### src/tcw_defines.vh
// Constants of the timer compare waveform block.
// How it works
// Capture codes 110/111 use comparator A/B events.
// Compare codes: flag only, set, clear, toggle.
// Codes 100/101 give PWM; count mode picks alignment.
// One control window reaches only the indexed channel.
// Mode bit 1 compares, 0 captures.
// Match when all 16 value bits equal timer.
// Match sets flag; clear bit zeroes timer.
// Each channel owns one output pin.
// Pin actions ignore interrupt enables.
// Software readies the port pin beforehand.
// Reset sets every output state high.
// DAC enabled: channels C, D leave pins.
// External memory: no channel drives pins.
// Software may rewrite values for extra matches.
// Normal mode period follows the top value.
// Clear-on-match makes value set the interval.
// Dual-slope acts on up and down counts.
// Flag interrupts need channel and global enables.
// Software keeps clear bits off for baud use.
// Dual-slope events record count direction.
// One action per match, not while held.
// Code 000 leaves output state unchanged.
`ifndef TCW_DEFINES_VH
`define TCW_DEFINES_VH

// Register byte offsets.
`define TCW_ADDR_CTRL 8'h00
`define TCW_ADDR_INDEX 8'h04
`define TCW_ADDR_WINDOW 8'h08
`define TCW_ADDR_FLAGS 8'h0c
`define TCW_ADDR_VALUE_LOW 8'h10
`define TCW_ADDR_VALUE_HIGH 8'h14
`define TCW_ADDR_PINS 8'h18

// Block control register fields.
`define TCW_CTRL_IRQ_ALL 0
`define TCW_CTRL_DAC 1
`define TCW_CTRL_EXT_MEM 2

// Channel control window fields.
`define TCW_CH_IRQ_EN 7
`define TCW_CH_DIR 6
`define TCW_CH_CLR 4
`define TCW_CH_MODE 3

// Reset values.
`define TCW_CTRL_RST 8'h00
`define TCW_CH_CTRL_RST 8'h00
`define TCW_VALUE_RST 16'h0000
`define TCW_OUT_RST 1'b1

// Channel action codes.
`define TCW_ACT_NONE 3'h0
`define TCW_ACT_SET 3'h1
`define TCW_ACT_CLEAR 3'h2
`define TCW_ACT_TOGGLE 3'h3
`define TCW_ACT_PWM_INV 3'h4
`define TCW_ACT_PWM_NONINV 3'h5
`define TCW_ACT_CAP_A 3'h6
`define TCW_ACT_CAP_B 3'h7

// Count mode bit that selects dual-slope counting.
`define TCW_CM_DUAL 1

`endif

### src/tcw_match.v
// Match detector that fires once on entry into equality.
`timescale 1ns/10ps
module tcw_match (
    input wire pclk,
    input wire presetn,
    input wire [15:0] timer_count,
    input wire [15:0] compare_value,
    output wire match_pulse
);

    // Full 16-bit equality of timer and channel value.
    wire equal = (timer_count == compare_value);

    // Equality seen on the previous edge.
    reg prev_equal;

    // ----------------------------------------
    // Equality history
    // ----------------------------------------
    // A held count must not repeat the action, so only a new equality
    // counts; a rewrite of the value onto the held count still fires.
    always @(posedge pclk or negedge presetn) begin
        if (!presetn) begin
            prev_equal <= 1'b0;
        end else begin
            prev_equal <= equal;
        end
    end

    assign match_pulse = equal & ~prev_equal;

endmodule

### src/tcw_action.v
// Next output state of one channel from its action code.
`timescale 1ns/10ps
`include "tcw_defines.vh"
module tcw_action (
    input wire [2:0] action,
    input wire compare_mode,
    input wire match,
    input wire dual_slope,
    input wire counting_down,
    input wire at_bottom,
    input wire current_out,
    output reg next_out
);

    // ----------------------------------------
    // Action decode
    // ----------------------------------------
    // In edge-aligned PWM a match and the bottom may coincide; the match
    // wins so that a value of zero holds the output steady.
    always @* begin
        next_out = current_out;
        if (compare_mode) begin
            case (action)
                `TCW_ACT_NONE: begin
                    next_out = current_out;
                end
                `TCW_ACT_SET: begin
                    if (match) next_out = 1'b1;
                end
                `TCW_ACT_CLEAR: begin
                    if (match) next_out = 1'b0;
                end
                `TCW_ACT_TOGGLE: begin
                    if (match) next_out = ~current_out;
                end
                `TCW_ACT_PWM_INV: begin
                    if (dual_slope) begin
                        // Set going up, clear coming down.
                        if (match) next_out = ~counting_down;
                    end else if (match) begin
                        next_out = 1'b0;
                    end else if (at_bottom) begin
                        next_out = 1'b1;
                    end
                end
                `TCW_ACT_PWM_NONINV: begin
                    if (dual_slope) begin
                        // Clear going up, set coming down.
                        if (match) next_out = counting_down;
                    end else if (match) begin
                        next_out = 1'b1;
                    end else if (at_bottom) begin
                        next_out = 1'b0;
                    end
                end
                default: begin
                    // Reserved codes leave the output alone.
                    next_out = current_out;
                end
            endcase
        end
    end

endmodule

### src/tcw_top.v
// Four-channel compare/capture array with APB register access.
`timescale 1ns/10ps
`include "tcw_defines.vh"
module tcw_top (
    input wire pclk,
    input wire presetn,
    input wire [7:0] paddr,
    input wire psel,
    input wire penable,
    input wire pwrite,
    input wire [31:0] pwdata,
    output reg [31:0] prdata,
    output wire pready,
    output reg pslverr,
    input wire [15:0] timer_count,
    input wire timer_count_down,
    input wire timer_at_bottom,
    input wire [1:0] count_mode_select,
    input wire capture_reload_select,
    input wire comparator_a_event,
    input wire comparator_b_event,
    output reg timer_clear,
    output reg [3:0] compare_out,
    output reg [3:0] compare_out_oe,
    output wire irq_request
);

    // ----------------------------------------
    // Bus decode
    // ----------------------------------------

    // Setup phase of a transfer: the read data is prepared here.
    wire bus_setup = psel & ~penable;

    // Access phase: the slave always answers in this cycle.
    wire bus_access = psel & penable;

    // Write strobe, one cycle, at the completing edge.
    wire bus_write = bus_access & pwrite;

    // Per-register write strobes.
    wire wr_ctrl = bus_write & (paddr == `TCW_ADDR_CTRL);
    wire wr_index = bus_write & (paddr == `TCW_ADDR_INDEX);
    wire wr_window = bus_write & (paddr == `TCW_ADDR_WINDOW);
    wire wr_flags = bus_write & (paddr == `TCW_ADDR_FLAGS);
    wire wr_low = bus_write & (paddr == `TCW_ADDR_VALUE_LOW);
    wire wr_high = bus_write & (paddr == `TCW_ADDR_VALUE_HIGH);

    // Address hits any mapped register.
    wire addr_mapped = (paddr == `TCW_ADDR_CTRL) |
                       (paddr == `TCW_ADDR_INDEX) |
                       (paddr == `TCW_ADDR_WINDOW) |
                       (paddr == `TCW_ADDR_FLAGS) |
                       (paddr == `TCW_ADDR_VALUE_LOW) |
                       (paddr == `TCW_ADDR_VALUE_HIGH) |
                       (paddr == `TCW_ADDR_PINS);

    // No wait states are ever inserted.
    assign pready = 1'b1;

    // ----------------------------------------
    // Block-wide registers
    // ----------------------------------------

    // Global interrupt enable, DAC enable and external memory use.
    reg [7:0] block_ctrl;

    // Channel chosen for the window and value registers.
    reg [1:0] channel_index_select;

    // Sticky match flags, one per channel.
    reg [3:0] channel_flag_register;

    // Aliases of the block control bits.
    wire irq_all_enable = block_ctrl[`TCW_CTRL_IRQ_ALL];
    wire dac_enable = block_ctrl[`TCW_CTRL_DAC];
    wire ext_mem_enable = block_ctrl[`TCW_CTRL_EXT_MEM];

    // Dual-slope counting applies only in auto-reload operation.
    wire dual_slope = count_mode_select[`TCW_CM_DUAL] &
                      ~capture_reload_select;

    // Block control and index register writes.
    always @(posedge pclk or negedge presetn) begin
        if (!presetn) begin
            block_ctrl <= `TCW_CTRL_RST;
            channel_index_select <= 2'h0;
        end else begin
            if (wr_ctrl) begin
                block_ctrl <= {5'h00, pwdata[2:0]};
            end
            if (wr_index) begin
                channel_index_select <= pwdata[1:0];
            end
        end
    end

    // ----------------------------------------
    // Per-channel logic
    // ----------------------------------------

    // Control window contents of all channels, eight bits each.
    wire [31:0] ctrl_all;

    // Data values of all channels, sixteen bits each.
    wire [63:0] value_all;

    // One-cycle event of each channel, compare or capture.
    wire [3:0] channel_event;

    // Event asks for the timebase to be cleared.
    wire [3:0] clear_request;

    // Next output state of each channel.
    wire [3:0] next_out;

    genvar i;
    generate
        for (i = 0; i < 4; i = i + 1) begin : g_channel
            // This channel is the one the window points at.
            wire selected = (channel_index_select == i[1:0]);

            // Control register: enables, mode, action code.
            reg [7:0] ctrl;

            // Data register, compared or loaded by a capture.
            reg [15:0] value;

            // Decoded control fields.
            wire [2:0] action = ctrl[2:0];
            wire compare_mode = ctrl[`TCW_CH_MODE];

            // Entry into equality with the timer.
            wire match;

            tcw_match u_match (
                .pclk(pclk),
                .presetn(presetn),
                .timer_count(timer_count),
                .compare_value(value),
                .match_pulse(match)
            );

            // Capture trigger from either analog comparator.
            wire capture = ~compare_mode & (
                ((action == `TCW_ACT_CAP_A) & comparator_a_event) |
                ((action == `TCW_ACT_CAP_B) & comparator_b_event));

            // A compare match or a capture is the channel event.
            assign channel_event[i] = compare_mode ? match : capture;

            // Clear the timebase when this channel asks for it.
            assign clear_request[i] =
                channel_event[i] & ctrl[`TCW_CH_CLR];

            // Export the registers for the read multiplexer.
            assign ctrl_all[8*i +: 8] = ctrl;
            assign value_all[16*i +: 16] = value;

            // Output action decode of this channel.
            tcw_action u_action (
                .action(action),
                .compare_mode(compare_mode),
                .match(match),
                .dual_slope(dual_slope),
                .counting_down(timer_count_down),
                .at_bottom(timer_at_bottom),
                .current_out(compare_out[i]),
                .next_out(next_out[i])
            );

            // Control register. The direction bit is written by the
            // hardware only; software writes to it are dropped.
            always @(posedge pclk or negedge presetn) begin
                if (!presetn) begin
                    ctrl <= `TCW_CH_CTRL_RST;
                end else begin
                    if (wr_window & selected) begin
                        ctrl[7] <= pwdata[7];
                        ctrl[5:0] <= pwdata[5:0];
                    end
                    if (channel_event[i] & dual_slope) begin
                        ctrl[`TCW_CH_DIR] <= timer_count_down;
                    end
                end
            end

            // Data register. A capture in the same cycle as a software
            // write wins, so the captured time is never lost.
            always @(posedge pclk or negedge presetn) begin
                if (!presetn) begin
                    value <= `TCW_VALUE_RST;
                end else if (capture) begin
                    value <= timer_count;
                end else begin
                    if (wr_low & selected) begin
                        value[7:0] <= pwdata[7:0];
                    end
                    if (wr_high & selected) begin
                        value[15:8] <= pwdata[7:0];
                    end
                end
            end
        end
    endgenerate

    // ----------------------------------------
    // Match flags and interrupt request
    // ----------------------------------------

    // Flags clear by writing one; an event in the same cycle wins.
    always @(posedge pclk or negedge presetn) begin
        if (!presetn) begin
            channel_flag_register <= 4'h0;
        end else begin
            channel_flag_register <= (channel_flag_register &
                ~(wr_flags ? pwdata[3:0] : 4'h0)) |
                channel_event;
        end
    end

    // Channel interrupt enables gathered from the control registers.
    wire [3:0] channel_irq_enable = {ctrl_all[8*3 + `TCW_CH_IRQ_EN],
                                     ctrl_all[8*2 + `TCW_CH_IRQ_EN],
                                     ctrl_all[8*1 + `TCW_CH_IRQ_EN],
                                     ctrl_all[`TCW_CH_IRQ_EN]};

    // A flag requests service only with both enables set.
    assign irq_request = irq_all_enable &
        (|(channel_flag_register & channel_irq_enable));

    // ----------------------------------------
    // Timebase clear
    // ----------------------------------------

    // Registered so the timebase sees a clean one-cycle pulse.
    always @(posedge pclk or negedge presetn) begin
        if (!presetn) begin
            timer_clear <= 1'b0;
        end else begin
            timer_clear <= |clear_request;
        end
    end

    // ----------------------------------------
    // Output pins
    // ----------------------------------------

    // Output states follow the action decode whatever the interrupt
    // enables say; they start high out of reset.
    always @(posedge pclk or negedge presetn) begin
        if (!presetn) begin
            compare_out <= {4{`TCW_OUT_RST}};
        end else begin
            compare_out <= next_out;
        end
    end

    // Pin drive enables. The state keeps updating while the pin is
    // taken away, so it resumes consistently when handed back.
    always @(posedge pclk or negedge presetn) begin
        if (!presetn) begin
            compare_out_oe <= 4'h0;
        end else if (ext_mem_enable) begin
            compare_out_oe <= 4'h0;
        end else if (dac_enable) begin
            compare_out_oe <= 4'h3;
        end else begin
            compare_out_oe <= 4'hf;
        end
    end

    // ----------------------------------------
    // Read data
    // ----------------------------------------

    // Selected channel's registers for the windowed reads.
    wire [7:0] window_read = ctrl_all[8*channel_index_select +: 8];
    wire [15:0] value_read = value_all[16*channel_index_select +: 16];

    // Read value of the addressed register.
    reg [31:0] next_prdata;

    always @* begin
        next_prdata = 32'h00000000;
        case (paddr)
            `TCW_ADDR_CTRL: begin
                next_prdata = {24'h000000, block_ctrl};
            end
            `TCW_ADDR_INDEX: begin
                next_prdata = {30'h00000000, channel_index_select};
            end
            `TCW_ADDR_WINDOW: begin
                next_prdata = {24'h000000, window_read};
            end
            `TCW_ADDR_FLAGS: begin
                next_prdata = {28'h0000000, channel_flag_register};
            end
            `TCW_ADDR_VALUE_LOW: begin
                next_prdata = {24'h000000, value_read[7:0]};
            end
            `TCW_ADDR_VALUE_HIGH: begin
                next_prdata = {24'h000000, value_read[15:8]};
            end
            `TCW_ADDR_PINS: begin
                next_prdata = {24'h000000, compare_out_oe, compare_out};
            end
            default: begin
                next_prdata = 32'h00000000;
            end
        endcase
    end

    // Read data and error are captured in the setup cycle and stand
    // through the access cycle, which always completes at once.
    always @(posedge pclk or negedge presetn) begin
        if (!presetn) begin
            prdata <= 32'h00000000;
            pslverr <= 1'b0;
        end else if (bus_setup) begin
            prdata <= pwrite ? 32'h00000000 : next_prdata;
            pslverr <= ~addr_mapped;
        end
    end

endmodule

### config.mk
export PLATFORM = sky130hd
export DESIGN_NAME = tcw_top
export DESIGN_NICKNAME = d
export VERILOG_FILES = /design/src/tcw_match.v /design/src/tcw_action.v /design/src/tcw_top.v
export VERILOG_INCLUDE_DIRS = /design/src /design/src/src
export SDC_FILE = /design/constraint.sdc
export NUM_CORES = 1
export LEC_CHECK = 0
export BUFFER_PORTS_ARGS = -buffer_cell sky130_fd_sc_hd__buf_2
export CAP_MARGIN = 20
export CORE_ASPECT_RATIO = 1.75
export CORE_MARGIN = 4
export CORE_UTILIZATION = 58
export DETAILED_ROUTE_END_ITERATION = 10
export PLACE_DENSITY = 0.87
export SYNTH_ARGS = -nofsm -noshare
export SYNTH_HDL_FRONTEND = slang
export SYNTH_HIERARCHICAL = 1
export SYNTH_SLANG_ARGS = --single-unit
### constraint.sdc
create_clock -name pclk -period 2.9 [get_ports pclk]
set_clock_uncertainty 0.05 [all_clocks]
set_input_delay 0.145 -clock pclk [delete_from_list [all_inputs] [get_ports pclk]]
set_output_delay 0.145 -clock pclk [all_outputs]
set_load 0.02 [all_outputs]
-- Word-level counts from Yosys, hierarchy flattened
Index checks and enable logic that the tools add are counted.
- input port bits: 68
- flip-flop bits (word level): 151
- output and inout port bits: 44
- logic and storage cells: 262
- reductions and logical operators: 20
- shift operators: 2
- bitwise logic cells: 77
- mux-type cells: 63
- equality and inequality tests: 69
- operators with widths (kind ; count):
    16-bit == test ; 4
    16-bit two-way mux ; 4
    8-bit two-way mux ; 8
    64-bit by 7-bit indexed part select with 16-bit output ; 1
    8-bit case mux with 7 select lines ; 1
    3-bit == test (second input constant) ; 16
    3-bit != test (second input constant) ; 16
    1-bit bitwise AND ; 47
    1-bit two-way mux ; 42
    9-bit AND reduction ; 4
    32-bit two-way mux ; 1
    32-bit by 6-bit indexed part select with 8-bit output ; 1
    3-bit by 2-bit == test with 1-bit output (second input constant) ; 8
    8-bit by 5-bit == test with 1-bit output (second input constant) ; 3
    2-bit != test (second input constant) ; 12
    1-bit case mux with 5 select lines ; 4
    5-bit nonzero test ; 4
    8-bit by 4-bit == test with 1-bit output (second input constant) ; 2
    1-bit NOT ; 16
    2-bit nonzero test ; 8
    3-bit by 1-bit == test with 1-bit output (second input constant) ; 4
    4-bit two-way mux ; 3
    1-bit bitwise OR ; 10
    4-bit bitwise AND ; 2
    other kinds (8) ; 10

-- Logic depth before layout (Yosys ltp)
Gate-level depths: netlist (run 1).
- word-level depth: 8
- depth in mapped cells: 10
- gate-level depth less buffers: 10

-- Cells and area by module
The synthesis (run 1) kept the hierarchy.
- modules (own cells, without submodules) (module ; area each (µm²) ; cells each ; times used ; sequential area each (µm²)):
    tcw_top ; 6507.5 ; 586 ; 1 ; 3032.9
    tcw_match ; 209.0 ; 23 ; 4 ; 25.0
    tcw_action ; 143.9 ; 19 ; 4 ; 0.0

-- Worst setup path after synthesis (run 1)
No wires, ideal clock.
- path type: flip-flop to flip-flop
- start point: register g_channel[0].value[10]
- end point: register compare_out[0]
- library setup time: 0.083 ns
- cell stages (with the launch flop): 10
- required time: 2.767 ns
- setup slack: 0.737 ns
- path buffers: 0
- clock period less this slack: 2.163 ns
- data arrival time: 2.029 ns
- cell sequence: dfrtp_1 > xnor2_1 > nand4_1 > nor4_2 > nor2b_1 > inv_1 > ha_1 > mux2i_1 > a211oi_1 > o32a_1
- cells in the longest elaborated chain, start to end: 5
- elaborated cells on any way between the ends: 15
- those cells by class: eq/ne: 8; mux: 5; bitwise: 1; reduce/logical: 1
- ends and longest elaborated chain (what ; line ; text):
    start, declared ; tcw_top.v:127 ; reg [15:0] value;
    start signal, assigned ; tcw_top.v:192 ; value <= `TCW_VALUE_RST;
    start signal, assigned ; tcw_top.v:194 ; value <= timer_count;
    start signal, assigned ; tcw_top.v:200 ; value[15:8] <= pwdata[7:0];
    16-bit == test * ; tcw_match.v:12 ; wire equal = (timer_count == compare_value);
    net g_channel[0].u_match.equal ; tcw_match.v:12 ;
    1-bit bitwise AND * ; tcw_match.v:30 ; assign match_pulse = equal & ~prev_equal;
    net g_channel[0].match ; tcw_top.v:134 ; wire match;
    1-bit two-way mux, on equally long branches ; tcw_action.v:50, tcw_action.v:40 ;
    1-bit two-way mux, on equally long branches ; tcw_action.v:47, tcw_action.v:37 ;
    1-bit case mux with 5 select lines ; tcw_action.v:23 ; case (action)
    end signal, assigned ; tcw_top.v:253 ; compare_out <= {4{`TCW_OUT_RST}};
    end signal, assigned ; tcw_top.v:255 ; compare_out <= next_out;
    end, declared ; tcw_top.v:23 ; output reg [3:0] compare_out,
The timed path passes the listed nets; every way through them passes the cells marked *.
A chain may end at the register's enable or synchronous reset.

-- Final worst setup path (run 1)
- start point: input timer_count[14]
- end point: register compare_out[1]
- cells in the longest elaborated chain, start to end: 5
- elaborated cells on any way between the ends: 15
- those cells by class: eq/ne: 8; mux: 5; bitwise: 1; reduce/logical: 1
- ends and longest elaborated chain (what ; line ; text):
    start, declared ; tcw_top.v:15 ; input wire [15:0] timer_count,
    16-bit == test * ; tcw_match.v:12 ;
    net g_channel[1].u_match.equal ; tcw_match.v:12 ;
    1-bit bitwise AND * ; tcw_match.v:30 ;
    net g_channel[1].match ; tcw_top.v:134 ;
    1-bit two-way mux, on equally long branches ; tcw_action.v:50, tcw_action.v:40 ;
    1-bit two-way mux, on equally long branches ; tcw_action.v:47, tcw_action.v:37 ;
    1-bit case mux with 5 select lines ; tcw_action.v:23 ;
Marks and branches as above.

==> parameters.txt, run 1 <==
Parameter                              Value

Status
  Run status    finished clean

Finish
  Count of fill cells added during filler insertion    934
  Final nets    885
  Number of standard cells in the layout, taps in and fillers out    998
  Area growth, synth to finish    13.0%
  Share of final-layout standard cells stronger than drive strength 1    23.7%

Worst setup path
  Flop2flop setup slack    0.16 ns
  Nature of the critical path startpoint    primary input
  Type of the setup path with the least slack    primary input to flop
  Worst Path Max Fanout    8
  Data arrival time at the worst-slack endpoint    3.03 ns
  Reg-to-Reg End    compare_out[2]
  Category of the worst setup path capture point    flop
  Required time at the endpoint of the critical path    3.19 ns
  Worst flop-to-flop path startpoint    g_channel[2].value[1]
  Maximum cell stage delay along the critical path    0.55 ns
  Length in cells of the worst reg-to-reg path    9
  Cells along the critical path    dlygate4sd3_1 > buf_2 > xnor2_1 > nand4_1 > nor4_2 > nor2b_2 > inv_1 > ha_1 > mux2i_1 > a211oi_1 > o32a_1
  Slowest library cell on the worst path    sky130_fd_sc_hd__dlygate4sd3_1

Routing
  Post-DR wirelength/cell    22.9 µm
  Routed vias    6405
  DRC marker count from the first detailed-route iteration    616
  Via density    6.42
  Pre-Repair DR Iteration Count    5
  Number of nets with antenna violations after detailed routing    0
  DRC violations left    0
  Post-Route WL    22.9 mm

Worst hold path
  Endpoint, Worst Hold    g_channel[3].value[11]
  Worst min path class    primary input to flop
  Worst hold path depth    3
  Worst hold path startpoint    timer_count[11]

Clock network
  Clock tree buffer depth    2
  Worst-skew pair later-pin latency    0.42 ns
  Post-CTS repair timing setup buffer count    0
  Number of clock buffers inserted by TritonCTS    17
  Clock tree sinks    125
  Library cell used as clock root buffer    sky130_fd_sc_hd__clkbuf_16
  Register clock-pin slew on the reported worst setup and hold paths    0.06 ns
  H-Tree Depth    4
  CTS tree    built

Timing
  Final number of setup-violating endpoints    0
  Relative max-transition margin    49.6%
  Pins Over Slew Limit    0
  Number of hold violations in the final report    0
  Transition time at the pin with the least slew margin    0.753 ns
  Fmax    365 MHz
  Final Critical Period    2.74 ns
  Final TNS setup    0 ns
  Setup repair after global routing missed its margin    no
  Period Utilization, post-route    94.4%

Floorplan
  Vert. Die Dim    163 µm
  Area of the die    15700 µm²
  Standard-cell row count    56
  IO Count    112
  Die width    96.3 µm
  Core area    13400 µm²
  Initial standard-cell utilization of the core    59.2%

Synthesis
  Synth Register Bits    125
  Syn Area/Cell    10.5 µm²
  Yosys warning total    6
  Netlist Area Pre-Place    7920 µm²
  Mapped Cells    754
  Synth cell types    55
  Async set-or-reset flop fraction in the synthesized netlist    100%
  Number of enable flip-flop cells after synthesis    0
  Top FF cell, synth    sky130_fd_sc_hd__dfrtp_1
  Sequential-to-total area share from yosys stat    39.6%

Place
  Post-DP HPWL    15.9 mm
  Number of input and output port buffers inserted    61
  Placed cells    961
  Routability congestion estimate from global placement    0.984

Global routing
  Overall Global Routing Usage    31.0%
  Pin count of the biggest net entering global routing    52
  Vias in the first global route    6573
  Total gr overflow    0
  Antenna violations before repair    2
  Global-route wire length before repair    36.0 mm

Flow run
  Max-cap violations    0

Power
  Worst supply voltage drop on vdd    0.382 mV
  Leak Pwr    3.71 nW
  Power density over cell area    505 nW/µm²
[flip-flops by register name, summed over array words and instances, names as in the netlist, 2 cells and up]
register and flops:
prdata 8, compare_out_oe 2, g_channel.ctrl 32, compare_out 4
g_channel.value 64, channel_flag_register 4, block_ctrl 3, channel_index_select 2
g_channel.u_match/prev_equal 4
[how the worst max path moves through the flow]
| stage | start | endpoint | slack (ns) | cells after the start |
|---|---|---|---|---|
| floorplan | g_channel[0].value[10] | compare_out[0] | 0.74 | 9 |
| global placement | g_channel[2].value[12] | compare_out[2] | 0.35 | 9 |
| detailed placement | g_channel[1].value[14] | compare_out[1] | 0.25 | 9 |
| CTS | g_channel[2].value[1] | compare_out[2] | 0.18 | 9 |
| global route | timer_count[14] | compare_out[0] | 0.06 | 11 |
| finish | timer_count[14] | compare_out[1] | 0.16 | 11 |
[per-layer routing]
| layer | GRT usage (%) | up-vias | routed length, µm |
|---|---|---|---|
| li1 | - | 2784 | - |
| met1 | 34.6 | 3116 | 7540 |
| met2 | 50.3 | 380 | 11600 |
| met3 | 6.80 | 125 | 1690 |
| met4 | 23.4 | 0 | 2020 |
| met5 | 0 | - | 0 |
[metrics by stage]
step | util [%] | cell area (µm²) | hold WS, ns | setup slack (ns) | total power [mW]
detailed placement | 62.0 | 8300 | 0.170 | 0.252 | 2.33
finish | 66.9 | 8950 | 0.0158 | 0.162 | 4.52
floorplan | - | 8010 | -0.201 | 0.737 | 2.17
global route | 66.9 | 8950 | 0.0155 | 0.0607 | 4.65
CTS | 66.8 | 8940 | 0.00352 | 0.183 | 4.53
global placement | 62.0 | 8300 | 0.173 | 0.353 | 2.32
[cells in the mapped netlist (7+ instances only)]
master                       n  share of area [%]
sky130_fd_sc_hd__mux4_2     19                5.4
sky130_fd_sc_hd__clkbuf_1   25                1.2
sky130_fd_sc_hd__nand2_1    88                4.2
sky130_fd_sc_hd__xnor2_1    68                7.5
sky130_fd_sc_hd__dfrtp_1   121                 38
sky130_fd_sc_hd__o21ai_0    49                3.1
sky130_fd_sc_hd__nor2b_1    14                1.1
sky130_fd_sc_hd__inv_1      19               0.90
sky130_fd_sc_hd__ha_1        8                1.3
sky130_fd_sc_hd__a21o_1      8               0.76
sky130_fd_sc_hd__a21oi_1     7               0.44
sky130_fd_sc_hd__buf_4      30                2.8
sky130_fd_sc_hd__nor2_1      8               0.38
sky130_fd_sc_hd__nand2b_1   12               0.95
sky130_fd_sc_hd__buf_2       8               0.51
sky130_fd_sc_hd__nor3_1      9               0.57
sky130_fd_sc_hd__mux2i_1    85                 11
sky130_fd_sc_hd__mux2_2     36                5.1
sky130_fd_sc_hd__a22oi_1    17                1.6
sky130_fd_sc_hd__o21ai_1    20                1.3
sky130_fd_sc_hd__nand4_1    17                1.3
[cell type report]
cell class                 instances  area (µm²)  area share [%]
inverter                          20        75.1           0.839
antenna                            2        5.00          0.0559
clock inverter                    15         189            2.11
clock buffer                      17         425            4.75
tap                              174         218            2.43
sequential                       125        3130            35.0
timing repair buffer              76         440            4.92
multi-input combinational        569        4460            49.9
[cells by family (layout without fill, tap and decap cells)]
logic type      after synthesis  count (layout)  synth area share [%]
simple gates                188             188                  13.3
compound gates              140             140                  11.5
mux                         140             140                  21.3
flops                       125             125                  39.6
buf+inv                      83             128                  5.48
xor+xnor                     68              68                  7.52
fa+ha+maj                     8               8                  1.26
other cells                   2              27                0.0948
[what timing repair did]
action / CTS / global route
hold endpoints to repair: 50 / 0
endpoints found under the setup margin: 0 / 2
hold buffers: 3 / 0
resized for setup: 0 / 2
[worst max-delay path: cells and delay by family]
| family | cells | cell delay, ns |
|---|---|---|
| simple gates | 3 | 0.92 |
| buf+inv | 3 | 0.85 |
| compound gates | 2 | 0.44 |
| fa+ha+maj | 1 | 0.31 |
| xor+xnor | 1 | 0.22 |
| mux | 1 | 0.15 |
[report_power, final]
part | internal (mW) | switching, mW | leakage, nW
logic | 0.172 | 0.286 | 1.79
clock network | 1.36 | 0.840 | 0.283
registers | 1.80 | 0.0592 | 1.64
total | 3.34 | 1.19 | 3.71
[layout by cell type (no fill, tap or decap), types with 19 or more instances in the layout]
master	synthesis	routed
sky130_fd_sc_hd__nand2_1	88	88
sky130_fd_sc_hd__o21ai_0	49	49
sky130_fd_sc_hd__buf_2	8	60
sky130_fd_sc_hd__mux4_2	19	19
sky130_fd_sc_hd__inv_1	19	19
sky130_fd_sc_hd__xnor2_1	68	68
sky130_fd_sc_hd__mux2_2	36	36
sky130_fd_sc_hd__conb_1	2	25
sky130_fd_sc_hd__mux2i_1	85	85
sky130_fd_sc_hd__o21ai_1	20	20
sky130_fd_sc_hd__dfrtp_1	121	120
No activity file was read; power rests on OpenSTA's default activity.
==> run 2, diff against run 1 <==
Settings changed: BUFFER_PORTS_ARGS -buffer_cell sky130_fd_sc_hd__buf_2 to not set, CORE_UTILIZATION 58 to 63, DONT_BUFFER_PORTS set to 1, PLACE_DENSITY 0.87 to 0.85.
==> parameters.txt, run 2 (synthesis results as in run 1) <==
Parameter                              Value

Worst setup path
  Data arrival time at the worst-slack endpoint    3.07 ns
  Worst Path Max Fanout    3
  Worst flop-to-flop path startpoint    g_channel[2].value[0]
  Type of the setup path with the least slack    flop to flop
  Category of the worst setup path capture point    flop
  Maximum cell stage delay along the critical path    0.40 ns
  Cells along the critical path    xnor2_1 > nand4_1 > nor4_2 > nor2b_2 > inv_1 > ha_1 > mux2i_1 > a211oi_1 > o32a_1
  Reg-to-Reg End    compare_out[2]
  Nature of the critical path startpoint    flop
  Flop2flop setup slack    0.12 ns
  Required time at the endpoint of the critical path    3.19 ns
  Length in cells of the worst reg-to-reg path    9
  Slowest library cell on the worst path    sky130_fd_sc_hd__dfrtp_1

Power
  Power after layout    4.66 mW
  Switching share of total power    23.2%
  Power density over cell area    520 nW/µm²
  Leak Pwr    3.62 nW
  Part of the total power dissipated in combinational logic    8.5%
  Proportion of power drawn by the clock network    51.3%
  Worst supply voltage drop on vdd    0.505 mV
  Net switching power    1.08 mW
  Int Pwr    3.58 mW
  Part of the total power dissipated in sequential elements    40.1%

Finish
  Top library cells by usage in the layout, fill and taps aside    sky130_fd_sc_hd__dfrtp_1 (120), sky130_fd_sc_hd__nand2_1 (88), sky130_fd_sc_hd__mux2i_1 (85), sky130_fd_sc_hd__xnor2_1 (68), sky130_fd_sc_hd__o21ai_0 (49)
  Final nets    851
  Registers with the highest flip-flop counts    g_channel.value: 64 flops, g_channel.ctrl: 32 flops, prdata: 8 flops
  Share of final-layout standard cells stronger than drive strength 1    16.5%
  Antenna diode count    0
  Commonest non-fill, non-tap cell in the layout    sky130_fd_sc_hd__dfrtp_1
  Register name with the most flops    g_channel.value
  Area growth, synth to finish    13.1%
  Number of flip-flops under the largest register name    64
  Core utilization of the finished layout    73.8%
  Number of standard cells in the layout, taps in and fillers out    953

Clock network
  H-Tree Depth    4
  Clock tree buffer depth    2
  Library cell used as clock root buffer    sky130_fd_sc_hd__clkbuf_16
  Number of clock buffers inserted by TritonCTS    17
  Register clock-pin slew on the reported worst setup and hold paths    0.06 ns
  CTS tree    built
  Number of hold buffers added after CTS    33
  Clock tree sinks    125
  Post-CTS repair timing setup buffer count    0
  Worst-skew pair later-pin latency    0.42 ns

Routing
  Via density    6.62
  Pre-Repair DR Iteration Count    5
  Routed vias    6311
  Post-DR wirelength/cell    24.8 µm
  Post-Route WL    23.6 mm
  DRC violations left    0
  Number of nets with antenna violations after detailed routing    0
  DRC marker count from the first detailed-route iteration    695

Timing
  Relative max-transition margin    45.6%
  Final number of setup-violating endpoints    0
  Worst hold slack    -0.629 ns
  Worst Slack Setup Final    0.115 ns
  Final Critical Period    2.78 ns
  Setup repair after global routing missed its margin    no
  Pins Over Slew Limit    0
  Period Utilization, post-route    96.0%
  Transition time at the pin with the least slew margin    0.809 ns
  Fmax    359 MHz
  Number of hold violations in the final report    125
  Final TNS setup    0 ns

Flow run
  Max-cap violations    0

Worst hold path
  Worst min path class    primary input to async pin

Global routing
  Pin count of the biggest net entering global routing    126
  Total gr overflow    0
  Overall Global Routing Usage    34.1%
  Antenna violations before repair    0
  Vias in the first global route    6745
  Global-route wire length before repair    37.2 mm

Floorplan
  Vert. Die Dim    156 µm
  IO Count    112
  Area of the die    14500 µm²
  Die width    92.8 µm
  Core area    12100 µm²
  Standard-cell row count    53
  Initial standard-cell utilization of the core    65.3%

Place
  Routability congestion estimate from global placement    0.961
  Placed cells    888
  Number of input and output port buffers inserted    0
  Post-DP HPWL    15.6 mm
  Worst slack at placement    0.206 ns

Status
  Violated checks    negative hold slack
  Run status    finished with violations
==> run 2: metal layers <==
metal	share of wire (%)	track usage, %
met4	8.4	28.2
met3	8.7	9.04
met2	51	56.0
met1	32	36.4
met5	0	0
==> run 2: worst max-delay path by stage <==
| stage | startpoint | slack [ns] | endpoint |
|---|---|---|---|
| finish | g_channel[2].value[0] | 0.12 | compare_out[2] |
| global route | timer_count[15] | 0.02 | compare_out[1] |
| CTS | channel_index_select[0] | 0.07 | g_channel[3].value[7] |
| detailed placement | g_channel[2].value[0] | 0.21 | compare_out[2] |
| global placement | g_channel[1].value[10] | 0.31 | compare_out[1] |
| floorplan | g_channel[0].value[10] | 0.74 | compare_out[0] |
==> run 2: cell type report <==
type / instances / area (µm²)
clock buffer: 19 / 433
clock inverter: 13 / 221
fill: 814 / 3180
inverter: 20 / 75.1
multi-input combinational: 569 / 4470
sequential: 125 / 3140
tap: 165 / 206
timing repair buffer: 42 / 415
==> run 2: power groups by stage <==
stage / sequential, mW / clock, mW / combinational (mW)
6_report: 1.87 / 2.39 / 0.396
3_5_place_dp: 1.90 / 0 / 0.296
2_1_floorplan: 1.88 / 0 / 0.289
3_3_place_gp: 1.89 / 0 / 0.287
5_1_grt: 1.88 / 2.47 / 0.421
4_1_cts: 1.87 / 2.39 / 0.385
==> run 2: worst max-delay path, delay by kind of cell, from the launching register on <==
kind	cells	cell delay [ns]
xor gates and xnor gates	1	0.25
muxes	1	0.15
adders and majority gates	1	0.31
buffers and inverters	1	0.10
and+or+nand+nor	3	0.99
AOI/OAI and AO/OA	2	0.46
DFF	1	0.40
==> run 2: metrics by stage <==
| step | area [µm²] | hold slack, ns |
|---|---|---|
| floorplan | 8010 | -0.201 |
| global placement | 7950 | -0.194 |
| detailed placement | 7950 | -0.194 |
| CTS | 8940 | -0.634 |
| global route | 8950 | -0.637 |
| finish | 8950 | -0.629 |
==> run 2: what timing repair did <==
item / 4_1_cts / 5_1_grt
endpoints found under the hold margin: 235 / 125
setup endpoints to repair: 0 / 6
resized for setup: 0 / 6
==> run 3, diff against run 2 <==
Settings changed: SETUP_SLACK_MARGIN set to 0.1.
Clock period 2.9 ns to 3.6 ns, I/O delays scaled along.
==> parameters.txt, run 3 (synthesis results as in run 1) <==
Parameter                              Value

Status
  Run status    finished clean

Global routing
  Overall Global Routing Usage    34.0%
  Global-route wire length before repair    36.8 mm
  Vias in the first global route    6674
  Total gr overflow    0
  Pin count of the biggest net entering global routing    126
  Antenna violations before repair    0

Floorplan
  IO Count    112
  Area of the die    14500 µm²
  Standard-cell row count    53
  Initial standard-cell utilization of the core    65.3%
  Die width    92.8 µm
  Vert. Die Dim    156 µm
  Core area    12100 µm²

Timing
  Final Critical Period    3.30 ns
  Fmax    303 MHz
  Final number of setup-violating endpoints    0
  Setup repair after global routing missed its margin    no
  Period Utilization, post-route    91.7%
  Final TNS setup    0 ns
  Transition time at the pin with the least slew margin    0.922 ns
  Number of hold violations in the final report    0
  Pins Over Slew Limit    0
  Relative max-transition margin    38.5%

Routing
  Met3 Routed Length    1.81 mm
  Met1 Routed Length    7.56 mm
  DRC marker count from the first detailed-route iteration    647
  Top layer in use    met4
  Pre-Repair DR Iteration Count    6
  DRC violations left    0
  Routed vias    6410
  Number of nets with antenna violations after detailed routing    0
  Post-DR wirelength/cell    24.7 µm
  WL met2    12.0 mm
  Via density    6.66
  Post-Route WL    23.8 mm

Finish
  Share of final-layout standard cells stronger than drive strength 1    15.7%
  Area taken by flip-flops and latches    3130 µm²
  Number of standard cells in the layout, taps in and fillers out    962
  Number of flip-flops under the largest register name    64
  Commonest non-fill, non-tap cell in the layout    sky130_fd_sc_hd__dfrtp_1
  Total area of multi-input combinational cells    4460 µm²
  Final nets    860
  Antenna diode count    0
  Final Instance Area    8960 µm²
  Registers with the highest flip-flop counts    g_channel.value: 64 flops, g_channel.ctrl: 32 flops, prdata: 8 flops
  Top library cells by usage in the layout, fill and taps aside    sky130_fd_sc_hd__dfrtp_1 (120), sky130_fd_sc_hd__nand2_1 (88), sky130_fd_sc_hd__mux2i_1 (85), sky130_fd_sc_hd__xnor2_1 (68), sky130_fd_sc_hd__o21ai_0 (49)
  Register name with the most flops    g_channel.value
  Area growth, synth to finish    13.2%
  Count of fill cells added during filler insertion    795

Worst setup path
  Worst Path Max Fanout    28
  Required time at the endpoint of the critical path    3.86 ns
  Slowest library cell on the worst path    sky130_fd_sc_hd__dfrtp_2
  Data arrival time at the worst-slack endpoint    3.56 ns
  Nature of the critical path startpoint    flop
  Category of the worst setup path capture point    flop
  Cells along the critical path    nand3_1 > nor3_4 > mux2i_1 > o21ai_0 > dlygate4sd3_1
  Maximum cell stage delay along the critical path    0.96 ns
  Type of the setup path with the least slack    flop to flop

Clock network
  Post-CTS repair timing setup buffer count    0
  Register clock-pin slew on the reported worst setup and hold paths    0.06 ns
  H-Tree Depth    4
  Number of cells upsized or downsized after cts    0
  Library cell used as clock root buffer    sky130_fd_sc_hd__clkbuf_16
  CTS tree    built
  Number of hold buffers added after CTS    42
  Number of clock buffers inserted by TritonCTS    17
  Clock tree sinks    125
  Worst-skew pair later-pin latency    0.42 ns
  Clock tree buffer depth    2

Place
  Post-detailed-placement cell area    7930 µm²
  Number of input and output port buffers inserted    0
  Routability congestion estimate from global placement    0.939
  Placed cells    887
  Post-DP HPWL    15.4 mm

Power
  Power density over cell area    397 nW/µm²
  Worst supply voltage drop on vdd    0.411 mV
  Leak Pwr    3.63 nW

Flow run
  Max-cap violations    0

Worst hold path
  Worst min path class    primary input to flop
[run 3: metrics by stage]
step	utilization, %	power [mW]	worst slack [ns]	hold WS, ns
2_1_floorplan	-	1.74	1.44	-0.166
3_3_place_gp	65.4	1.75	0.943	-0.159
3_5_place_dp	65.4	1.76	0.854	-0.162
4_1_cts	73.8	3.55	0.364	0.00115
5_1_grt	73.9	3.66	0.118	0.00253
6_report	73.9	3.56	0.297	0.00451
[run 3: path summary, 6_finish.rpt]
check                      slack, ns                    start                      end  depth (start not counted)
setup / recovery                0.30  channel_index_select[0]    g_channel[1].value[1]                          5
hold / removal                 0.005                pwdata[2]    g_channel[0].value[2]                          2
setup reg to reg                0.30  channel_index_select[0]    g_channel[1].value[1]                          5
hold reg to reg                 0.42            block_ctrl[1]        compare_out_oe[2]                          1
max in group asynchronous       2.65                  presetn  channel_index_select[0]                          2
min in group asynchronous       0.32                  presetn              timer_clear                          2
[run 3: routing by layer]
layer,vias up,track usage (%)
li1,2734,-
met5,-,0
met2,413,57.7
met3,158,7.79
met1,3105,35.1
met4,0,28.7
[run 3: worst max-delay path, delay by kind of cell, from the launching register on]
kind | cells | cell delay [ns]
AOI/OAI and AO/OA | 1 | 0.10
muxes | 1 | 0.24
and+or+nand+nor | 2 | 1.24
DFF | 1 | 0.96
buffers and inverters | 1 | 0.59
[run 3: power breakdown]
group          leakage (nW)  internal (mW)  switching [mW]  total, mW
logic                  1.70          0.149           0.200      0.349
clock network         0.287           1.09           0.617       1.70
registers              1.64           1.45          0.0535       1.51
[run 3: cell type report]
cell class	count	area share (%)
Clock buffer	25	5.53
Timing Repair Buffer	51	5.67
Tap cell	165	2.30
Multi-Input combinational cell	569	49.7
Sequential cell	125	35.0
Clock inverter	7	0.977
Inverter	20	0.837
